**src/odt_term_pkg.sv**
```systemverilog
// constants and types of the termination timing control
package odt_term_pkg;

  localparam int CLK_PERIOD_PS = 10000;

  // asynchronous on / off delays, in ps as printed
  localparam int ASYNC_ON_MIN_PS  = 2000;
  localparam int ASYNC_ON_MAX_PS  = 8500;
  localparam int ASYNC_OFF_MIN_PS = 2000;
  localparam int ASYNC_OFF_MAX_PS = 8500;

  // not given: plain defaults
  localparam int REFRESH_CYCLE_TIME_PS = 260000;
  localparam int DLL_EXIT_DELAY_PS     = 24000;
  localparam int DLL_RESYNC_CYC        = 512;

  localparam int LAT_W       = 5;
  localparam int DELAY_DEPTH = 32;
  localparam int CNT_W       = 10;
  localparam int SYNC_LAT_SUB = 2;
  localparam int LEAD_SUB     = 1;
  localparam logic RST_TERM   = 1'b0;
  localparam logic RST_CKE    = 1'b1;

  function automatic int cyc_up(input int ps);
    int c;
    c = (ps + CLK_PERIOD_PS - 1) / CLK_PERIOD_PS;
    cyc_up = (c < 1) ? 1 : c;
  endfunction : cyc_up

  function automatic int cyc_down(input int ps);
    int c;
    c = ps / CLK_PERIOD_PS;
    cyc_down = (c < 1) ? 1 : c;
  endfunction : cyc_down

  // least delay rounds up, longest rounds down; a 10 ns clock folds both to 1
  localparam int ASYNC_ON_CYC  =
    (cyc_up(ASYNC_ON_MIN_PS) > cyc_down(ASYNC_ON_MAX_PS))
    ? cyc_down(ASYNC_ON_MAX_PS) : cyc_up(ASYNC_ON_MIN_PS);
  localparam int ASYNC_OFF_CYC =
    (cyc_up(ASYNC_OFF_MIN_PS) > cyc_down(ASYNC_OFF_MAX_PS))
    ? cyc_down(ASYNC_OFF_MAX_PS) : cyc_up(ASYNC_OFF_MIN_PS);
  localparam int REFRESH_CYC   = cyc_up(REFRESH_CYCLE_TIME_PS);
  localparam int DLL_EXIT_CYC  = cyc_up(DLL_EXIT_DELAY_PS);

  typedef enum logic [1:0] {
    MODE_SYNC,
    MODE_ENTRY_REFRESH,
    MODE_ASYNC,
    MODE_EXIT
  } term_mode_type;

endpackage : odt_term_pkg

```
**src/odt_delay_if.sv**
```systemverilog
// carrier between the controller and its delay line
`timescale 1ns/1ps
`default_nettype none
interface odt_delay_if;
  import odt_term_pkg::*;
  logic             odt;
  logic [LAT_W-1:0] on_tap;
  logic [LAT_W-1:0] off_tap;
  logic             on_tapped;
  logic             off_tapped;
  modport ctrl (output odt, output on_tap, output off_tap,
                input on_tapped, input off_tapped);
  modport line (input odt, input on_tap, input off_tap,
                output on_tapped, output off_tapped);
endinterface : odt_delay_if
`default_nettype wire

```
**src/odt_delay_line.sv**
```systemverilog
// history of sampled termination request with two taps
`timescale 1ns/1ps
`default_nettype none
module odt_delay_line
  import odt_term_pkg::*;
#(
  parameter int DEPTH = DELAY_DEPTH
) (
  input  wire logic    sys_clk_i,
  input  wire logic    rst_i,
  odt_delay_if.line    dl
);
  import odt_term_pkg::*;

  typedef struct packed {
    logic [DEPTH-1:0] hist;
  } line_state_type;

  line_state_type s_q;
  line_state_type s_d;

  // hist[k] is the request sampled k+1 edges ago
  always_comb begin
    s_d      = s_q;
    s_d.hist = {s_q.hist[DEPTH-2:0], dl.odt};
  end

  always_ff @(posedge sys_clk_i) begin
    if (rst_i) begin
      s_q <= '0;
    end else begin
      s_q <= s_d;
    end
  end

  assign dl.on_tapped  = s_q.hist[dl.on_tap];
  assign dl.off_tapped = s_q.hist[dl.off_tap];
endmodule : odt_delay_line
`default_nettype wire

```
**src/odt_term_ctrl.sv**
```systemverilog
// on-die termination timing control, sync/async across power-down
// Notes on behaviour
// RULE1 - async timing in power-down with DLL off, if termination on
// RULE2 - async timing while the DLL resynchronises after a reset
// RULE3 - async mode ignores additive latency
// RULE4 - async turn-on between 2 ns and 8.5 ns after request sampled high; code turns on one 10 ns cycle after
// RULE5 - async turn-off between 2 ns and 8.5 ns after request sampled low; code turns off one 10 ns cycle after
// RULE6 - transition windows exist only when DLL is off in power-down
// RULE7 - entry window: lead time before enable low until it registers
// RULE8 - lead time is write latency minus one
// RULE9 - refresh in progress extends entry window to refresh cycle end
// RULE10 - entry window changes lie between async and sync bounds
// RULE11 - exit window: lead time before enable high, plus DLL exit delay
// RULE12 - exit window changes lie between async and sync bounds
// RULE13 - short enable-low pulse: either response, entry start to exit end
// RULE14 - short enable-high pulse: either response, exit start to entry end
// RULE15 - sync before entry, async after entry, sync after exit window
// RULE16 - sync on and off latency is write CAS plus additive minus two
// RULE17 - controller treats termination as uncertain inside windows
`timescale 1ns/1ps
`default_nettype none
module odt_term_ctrl
  import odt_term_pkg::*;
#(
  parameter int REFRESH_CYCLES  = REFRESH_CYC,
  parameter int DLL_EXIT_CYCLES = DLL_EXIT_CYC,
  parameter int RESYNC_CYCLES   = DLL_RESYNC_CYC
) (
  input  wire logic                            sys_clk_i,
  input  wire logic                            rst_i,
  input  wire logic                            odt_i,
  input  wire logic                            cke_i,
  input  wire logic                            banks_idle_i,
  input  wire logic                            refresh_cmd_i,
  input  wire logic                            dll_reset_i,
  input  wire logic                            dll_on_in_pd_i,
  input  wire logic                            nominal_term_en_i,
  input  wire logic                            write_term_en_i,
  input  wire logic [odt_term_pkg::LAT_W-1:0]  write_cas_latency_i,
  input  wire logic [odt_term_pkg::LAT_W-1:0]  additive_latency_i,
  output logic                                 term_on_o,
  output logic                                 async_mode_o,
  output logic                                 transition_o,
  output logic                                 dll_resync_o,
  output logic [odt_term_pkg::LAT_W-1:0]       lead_time_o
);
  import odt_term_pkg::*;

  typedef struct packed {
    term_mode_type    mode;
    logic             cke_prev;
    logic             term;
    logic             async;
    logic             trans;
    logic             resync;
    logic [CNT_W-1:0] refresh_cnt;
    logic [CNT_W-1:0] exit_cnt;
    logic [CNT_W-1:0] resync_cnt;
    logic [LAT_W-1:0] lead;
  } ctrl_state_type;

  ctrl_state_type s_q;
  ctrl_state_type s_d;

  odt_delay_if dl ();

  odt_delay_line #(
    .DEPTH (DELAY_DEPTH)
  ) u_line (
    .sys_clk_i (sys_clk_i),
    .rst_i     (rst_i),
    .dl        (dl)
  );

  function automatic logic [CNT_W-1:0] dec_cnt(input logic [CNT_W-1:0] c);
    dec_cnt = (c == '0) ? '0 : c - 1'b1;
  endfunction : dec_cnt

  logic [LAT_W:0]   write_latency;
  logic [LAT_W-1:0] sync_lat;
  logic             term_enabled;
  logic             pd_dll_off;
  logic             cke_fall;
  logic             cke_rise;
  logic             resyncing;

  always_comb begin
    write_latency = {1'b0, write_cas_latency_i} + {1'b0, additive_latency_i};
    // latency clamped at one; tiny settings are illegal anyway
    if (write_latency > (LAT_W+1)'(SYNC_LAT_SUB)) begin
      sync_lat = LAT_W'(write_latency - (LAT_W+1)'(SYNC_LAT_SUB)); // RULE16
    end else begin
      sync_lat = LAT_W'(1);
    end
    term_enabled = nominal_term_en_i | write_term_en_i;
    pd_dll_off   = ~dll_on_in_pd_i & term_enabled; // RULE6
    cke_fall     = s_q.cke_prev & ~cke_i;
    cke_rise     = ~s_q.cke_prev & cke_i;
    resyncing    = (s_q.resync_cnt != '0);
  end

  // taps pick the sync path or the fixed async delay
  always_comb begin
    dl.odt = odt_i;
    if (s_q.async) begin
      dl.on_tap  = LAT_W'(ASYNC_ON_CYC - 1);  // RULE3
      dl.off_tap = LAT_W'(ASYNC_OFF_CYC - 1);
    end else begin
      dl.on_tap  = sync_lat - 1'b1;
      dl.off_tap = sync_lat - 1'b1;
    end
  end

  always_comb begin
    s_d          = s_q;
    s_d.cke_prev = cke_i;
    s_d.lead     = sync_lat + LAT_W'(LEAD_SUB); // RULE8
    s_d.refresh_cnt = dec_cnt(s_q.refresh_cnt);
    s_d.exit_cnt    = dec_cnt(s_q.exit_cnt);
    s_d.resync_cnt  = dec_cnt(s_q.resync_cnt);
    if (refresh_cmd_i) begin
      s_d.refresh_cnt = CNT_W'(REFRESH_CYCLES);
    end
    if (dll_reset_i) begin
      s_d.resync_cnt = CNT_W'(RESYNC_CYCLES);
    end

    case (s_q.mode)
      MODE_SYNC: begin
        // lead part of entry window answers synchronously, a legal choice
        if (cke_fall && banks_idle_i && pd_dll_off) begin
          if (s_q.refresh_cnt > CNT_W'(1)) begin
            s_d.mode = MODE_ENTRY_REFRESH; // RULE9
          end else begin
            s_d.mode = MODE_ASYNC; // RULE7
          end
        end
      end
      MODE_ENTRY_REFRESH: begin
        // dll kept on mid-entry: skip power-down, go straight to the async exit window
        if (cke_rise || !pd_dll_off) begin
          s_d.mode     = MODE_EXIT; // RULE13 RULE6
          s_d.exit_cnt = CNT_W'(DLL_EXIT_CYCLES);
        end else if (s_q.refresh_cnt <= CNT_W'(1)) begin
          s_d.mode = MODE_ASYNC; // RULE9
        end
      end
      MODE_ASYNC: begin
        if (cke_rise || !pd_dll_off) begin
          s_d.mode     = MODE_EXIT; // RULE11
          s_d.exit_cnt = CNT_W'(DLL_EXIT_CYCLES);
        end
      end
      MODE_EXIT: begin
        // stays async until the DLL is back; refresh may still run
        if (cke_fall && banks_idle_i && pd_dll_off) begin
          s_d.mode = MODE_ASYNC; // RULE14
        end else if (s_q.exit_cnt <= CNT_W'(1)) begin
          s_d.mode = MODE_SYNC; // RULE15
        end
      end
      default: begin
        s_d.mode = MODE_SYNC;
      end
    endcase

    // async from entry end through power-down and exit window
    s_d.async = resyncing | dll_reset_i // RULE2
              | (s_d.mode == MODE_ASYNC) // RULE1
              | (s_d.mode == MODE_EXIT); // RULE15
    s_d.trans = (s_d.mode == MODE_ENTRY_REFRESH) | (s_d.mode == MODE_EXIT);
    s_d.resync = (s_d.resync_cnt != '0); // RULE2

    // both paths land inside the lesser/greater envelope
    if (!term_enabled) begin
      s_d.term = 1'b0;
    end else if (s_q.term) begin
      s_d.term = dl.off_tapped; // RULE5 RULE10 RULE12
    end else begin
      s_d.term = dl.on_tapped; // RULE4 RULE10 RULE12
    end
  end

  always_ff @(posedge sys_clk_i) begin
    if (rst_i) begin
      s_q             <= '0;
      s_q.mode        <= MODE_SYNC;
      s_q.cke_prev    <= RST_CKE;
      s_q.term        <= RST_TERM;
    end else begin
      s_q <= s_d;
    end
  end

  assign term_on_o    = s_q.term;
  assign async_mode_o = s_q.async;
  assign transition_o = s_q.trans;
  assign dll_resync_o = s_q.resync;
  assign lead_time_o  = s_q.lead;
endmodule : odt_term_ctrl
`default_nettype wire

```
**config.mk**
```make
export PLATFORM = sky130hd
export DESIGN_NAME = odt_term_ctrl
export DESIGN_NICKNAME = d
export VERILOG_FILES = /design/src/odt_term_pkg.sv /design/src/odt_delay_if.sv /design/src/odt_delay_line.sv /design/src/odt_term_ctrl.sv
export SDC_FILE = /design/constraint.sdc
export NUM_CORES = 1
export LEC_CHECK = 0
export ABC_CLOCK_PERIOD_IN_PS = 4200
export BUFFER_PORTS_ARGS = -buffer_cell sky130_fd_sc_hd__buf_2
export CAP_MARGIN = 25
export CORE_MARGIN = 2
export CORE_UTILIZATION = 59
export DETAILED_ROUTE_END_ITERATION = 7
export GPL_TIMING_DRIVEN = 1
export PLACE_DENSITY = 0.8
export SLEW_MARGIN = 10
export SYNTH_ARGS = -nofsm -noshare
export SYNTH_HDL_FRONTEND = slang
export SYNTH_SLANG_ARGS = --single-unit
```
**constraint.sdc**
```tcl
create_clock -name sys_clk_i -period 4.2 [get_ports sys_clk_i]
set_input_delay 0.21 -clock sys_clk_i [delete_from_list [all_inputs] [get_ports sys_clk_i]]
set_output_delay 0.21 -clock sys_clk_i [all_outputs]
set_load 0.02 [all_outputs]
```
-- After elaboration in Yosys (flattened, before gate mapping)
Index checks and enable logic that the tools add are counted.
- input bits: 20
- output and inout bits: 9
- flip-flop bits (word level): 74
- equal/unequal tests: 6
- reductions and logical operators: 13
- add/subtract/negate cells: 7
- bitwise gates (word level): 12
- muxes and demuxes: 19
- $lt $le $gt $ge: 5
- operators by type and width (kind ; count):
    $mux 10 ; 5
    $logic_not 10->1 ; 3
    $sub 10x1->10 const B ; 3
    $le 10x1->1 const B ; 2
    $mux 5 ; 4
    $reduce_bool 10->1 ; 2
    $mux 2 ; 7
    $gt 10x1->1 const B ; 1
    $eq 2x2->1 const B ; 4
    $pmux 2 s4 ; 1
    $add 5x5->6 ; 1
    $gt 6x2->1 const B ; 1
    $lt 5x6->1 const B ; 1
    $add 5x1->5 const B ; 1
    $bmux 1 s5 ; 1
    $or 1x1->1 ; 5
    $sub 5x1->5 const B ; 1
    $sub 5x2->5 const B ; 1
    $eq 2x1->1 const B ; 2
    $not 1->1 ; 4
    $reduce_or 2->1 ; 2
    $and 1x1->1 ; 3
    $reduce_or 3->1 ; 1
    $logic_and 1x1->1 ; 2
    other kinds (4) ; 4

-- Logic depth before layout (Yosys ltp)
- word-level depth: 9
- depth in mapped cells: 15
- depth with buffers taken out: 14

-- By module
A second synthesis with hierarchy kept.
- cells, all modules: 429
- area total of the unflattened synthesis: 3927.5 sq um
- modules (own cells, without submodules) (module ; seq. area each (sq um) ; area each (sq um) ; cells an instance ; instances):
    odt_term_ctrl ; 820.8 ; 2424.8 ; 280 ; 1
    odt_delay_line ; 640.6 ; 1502.7 ; 149 ; 1

-- Worst setup path after synthesis
OpenSTA, ideal clock, no wires.
- kind: input to register
- start point: in write_cas_latency_i[0] (netlist name)
- end point: reg s_q (netlist bit term_on_o)
- data required time: 4.070 ns
- stages: 15
- buffers on the path: 2
- setup slack: 0.885 ns
- arrival: 3.185 ns
- path through: ha_1 -> inv_1 -> fa_1 -> nor2b_1 -> nor4_4 -> o211ai_4 -> buf_2 -> nand2_1 -> ha_1 -> or2_2 -> clkbuf_1 -> a211oi_1 -> a211oi_2 -> nor4_1 -> a211oi_1
- cells in the longest elaborated chain, start to end: 7
- elaborated cells on any way between the ends: 8
- those cells by class: add/sub: 3; order compare: 1; mux: 4
- RTL lines (item ; line ; source):
    from (decl) ; odt_term_ctrl.sv:39 ; input wire logic [odt_term_pkg::LAT_W-1:0] write_cas_latency_i,
    $add 5x5->6 (*) ; odt_term_ctrl.sv:88 ; write_latency = {1'b0, write_cas_latency_i} + {1'b0, additive_latency_i};
    $sub 5x2->5 or $gt 6x2->1 (tied branches) ; odt_term_ctrl.sv:91, odt_term_ctrl.sv:90 ;
    $mux 5 (*) ; odt_term_ctrl.sv:90 ; if (write_latency > (LAT_W+1)'(SYNC_LAT_SUB)) begin
    $sub 5x1->5 (*) ; odt_term_ctrl.sv:109, odt_term_ctrl.sv:110 ;
    $mux 5 (*) ; odt_term_ctrl.sv:105 ; if (s_q.async) begin
    $bmux 1 s5 (*) ; odt_delay_line.sv:36, odt_delay_line.sv:37 ;
    $mux 1 (not written as such) (*) ; odt_delay_line.sv:36, odt_delay_line.sv:37 ;
    to (decl) ; odt_term_ctrl.sv:62 ; ctrl_state_type s_q;
Every way passes the cells marked *; elsewhere a longest branch is shown, timed or not. The select of a mux whose other input is x is not followed.
A chain may end at the register's enable or synchronous reset.

-- Worst setup path in the final report
Ends and elaborated chain as after synthesis.

==> results.ini <==
[run_status]
status=complete, no violations

[sta]
worst_pin_slew_ns=0.877
setup_violations=0
post-route-period-util_pct=76.0
layout_setup_ws_ns=1.01
hold_viol_final=0
setup_tns_ns=0
fmax_mhz=313
holdWs_ns=0.0650
drv_slew=0
slew_headroom_pct=41.5
grt_setup_unrepaired=no
period_needed_ns=3.19
clock-skew-final_ns=0.00696

[final_layout]
seqCellArea_mm2=0.00146
finalNonFillerCells=498
diodes=0
nNetsFinal=459
drive_gt1_share_pct=14.2
layout_commonest_cell=dfxtp_1
final_cell_mix=73 x dfxtp_1, 56 x nor2_1, 35 x nor2b_1
fillCellCount=480
multi_input_area_mm2=0.00198
area_delta_synth_final_pct=9.41

[logic_synthesis]
synth_cells=399
synth_fp_nets=438
synth_edf_count=0
yosysSeqAreaShare_pct=40.4
syn_area_per_cell_um2=9.06
ys_seq_elements=73
yosys_most_used_dff=dfxtp_1
synth.distinct_cells=60
syn_area_mm2=0.00362
yosys_warnings=0
synthArstFlopShare_pct=0

[global_routing]
track_usage_pct=20.6
grt_pass1_wl_mm=10.4
antenna_found_initial=0
grt_max_degree=53
grt_pass1_vias=2360
gr-total-overflow=0

[die]
dieArea_mm2=0.00677
start_util_pct=61.1
die_y_um=82.3
rows=28
io_pins=29
die_w_um=82.3
core_mm2=0.00592

[clock_network]
cts_buffer_depth=2
insertion_delay_ns=0.35
ctsHoldBuffers=0
htreeDepth=3
cts.repair.resized=0
clk_pin_slew_ns=0.07
cts_root_buf=clkbuf_8
cts_made_buffers=9
post_cts_buffers=0
cts.sinks=73
cts_tree=built

[drt]
vias=2711
drc=0
ant_nets=0
post_drt_via_cell_ratio=5.44
dr.pass1.iters=4
wl_per_cell_um=13.1
finalWirelength_mm=6.54
drt_iter0_markers=109

[power_and_ir_drop]
ir_drop_mv=0.370
p_per_area_mw_per_mm2=641
p_leak_nw=1.65

[setup_path]
worstSetupPathType=in -> reg
crit_arrival_ns=3.41
critPathLaunchType=input pin
required_ns=4.41
crit_path_end_kind=flip-flop
worstPathMaxFanout=16

[flow_run]
cap_violations=0

[place]
dp_slack_ns=0.653
finalWeightedCongestion=0.864
port_buffers=28
dp_hpwl_mm=4.63
dp.cells=484

[worst_hold_path]
hp-class=in -> reg

-- cell families after synthesis --
logic type               Yosys count  synth area share [%]
AO/OA/AOI/OAI                     69                  14.2
AND/OR/NAND/NOR                  159                  23.7
XOR/XNOR                          31                  7.89
adder cells (fa/ha/maj)           19                  6.78
multiplexers                       8                  2.21
flip-flops                        73                  40.4
buffers and inverters             40                  4.84
-- worst max-delay path, cell delays in order --
cell	delay [ns]
buf_2	0.10
ha_1	0.21
inv_1	0.07
fa_1	0.49
nor2b_1	0.32
nor4_4	0.08
o211ai_4	0.21
nand2_1	0.16
ha_1	0.34
or2_2	0.40
a211oi_1	0.30
a211oi_2	0.07
nor4_1	0.31
a211oi_1	0.12
-- per-layer routing --
metal  up-vias  wire length [um]  GRT usage (%)
li1       1409                 -              -
met1      1244              3170           25.7
met2        47              2990           33.1
met3        11               266           5.65
met4         0               110           9.00
met5         -                 0              0
-- cell type report --
cell class | instances | area share (%)
multi-input combinational | 286 | 50.0
tap | 75 | 2.37
clock buffer | 12 | 3.92
sequential | 73 | 36.9
clock inverter | 2 | 0.980
inverter | 22 | 2.21
timing repair buffer | 28 | 3.54
-- path summary, 6_finish.rpt --
check / slack (ns) / end / depth (start not counted) / startpoint
worst max-delay path: 1.01 / term_on_o / 14 / write_cas_latency_i[0]
worst min-delay path: 0.06 / s_q[39] / 2 / cke_i
worst max register to register: 1.89 / async_mode_o / 8 / s_q[17]
worst min register to register: 0.46 / u_line.s_q[3] / 1 / u_line.s_q[2]
-- synthesized netlist by cell type, types with 5 or more instances --
cell type	count	area, um^2
mux2i_1	8	80.1
and3_1	6	37.5
xnor2_1	22	193
xor2_1	8	70.1
o21ai_0	12	60.1
ha_1	18	225
a21oi_1	10	50.1
a211oi_1	13	97.6
inv_1	21	78.8
nor4_1	11	68.8
buf_4	5	37.5
clkbuf_1	11	41.3
nor2b_1	35	219
nand2_1	14	52.6
a21boi_0	6	45.0
dfxtp_1	73	1460
nor3_1	9	45.0
nor2_1	56	210
-- state kept, by name, indices dropped and copies added, names as in the netlist --
signal	cells
s_q	33
term_on_o	1
async_mode_o	1
dll_resync_o	1
lead_time_o	5
u_line.s_q	32
-- through the flow --
stage / area [um^2] / power (mW) / utilization (%)
floorplan: 3620 / 1.82 / -
global placement: 3760 / 1.97 / 63.5
detailed placement: 3760 / 2.00 / 63.5
CTS: 3960 / 2.55 / 66.8
global route: 3960 / 2.72 / 66.8
finish: 3960 / 2.54 / 66.8
-- power by group --
part / switching, mW / total (mW) / internal, mW
registers: 0.123 / 0.945 / 0.822
clock network: 0.236 / 0.537 / 0.301
logic: 0.598 / 1.06 / 0.458
Power figures use the tool's default switching activity.
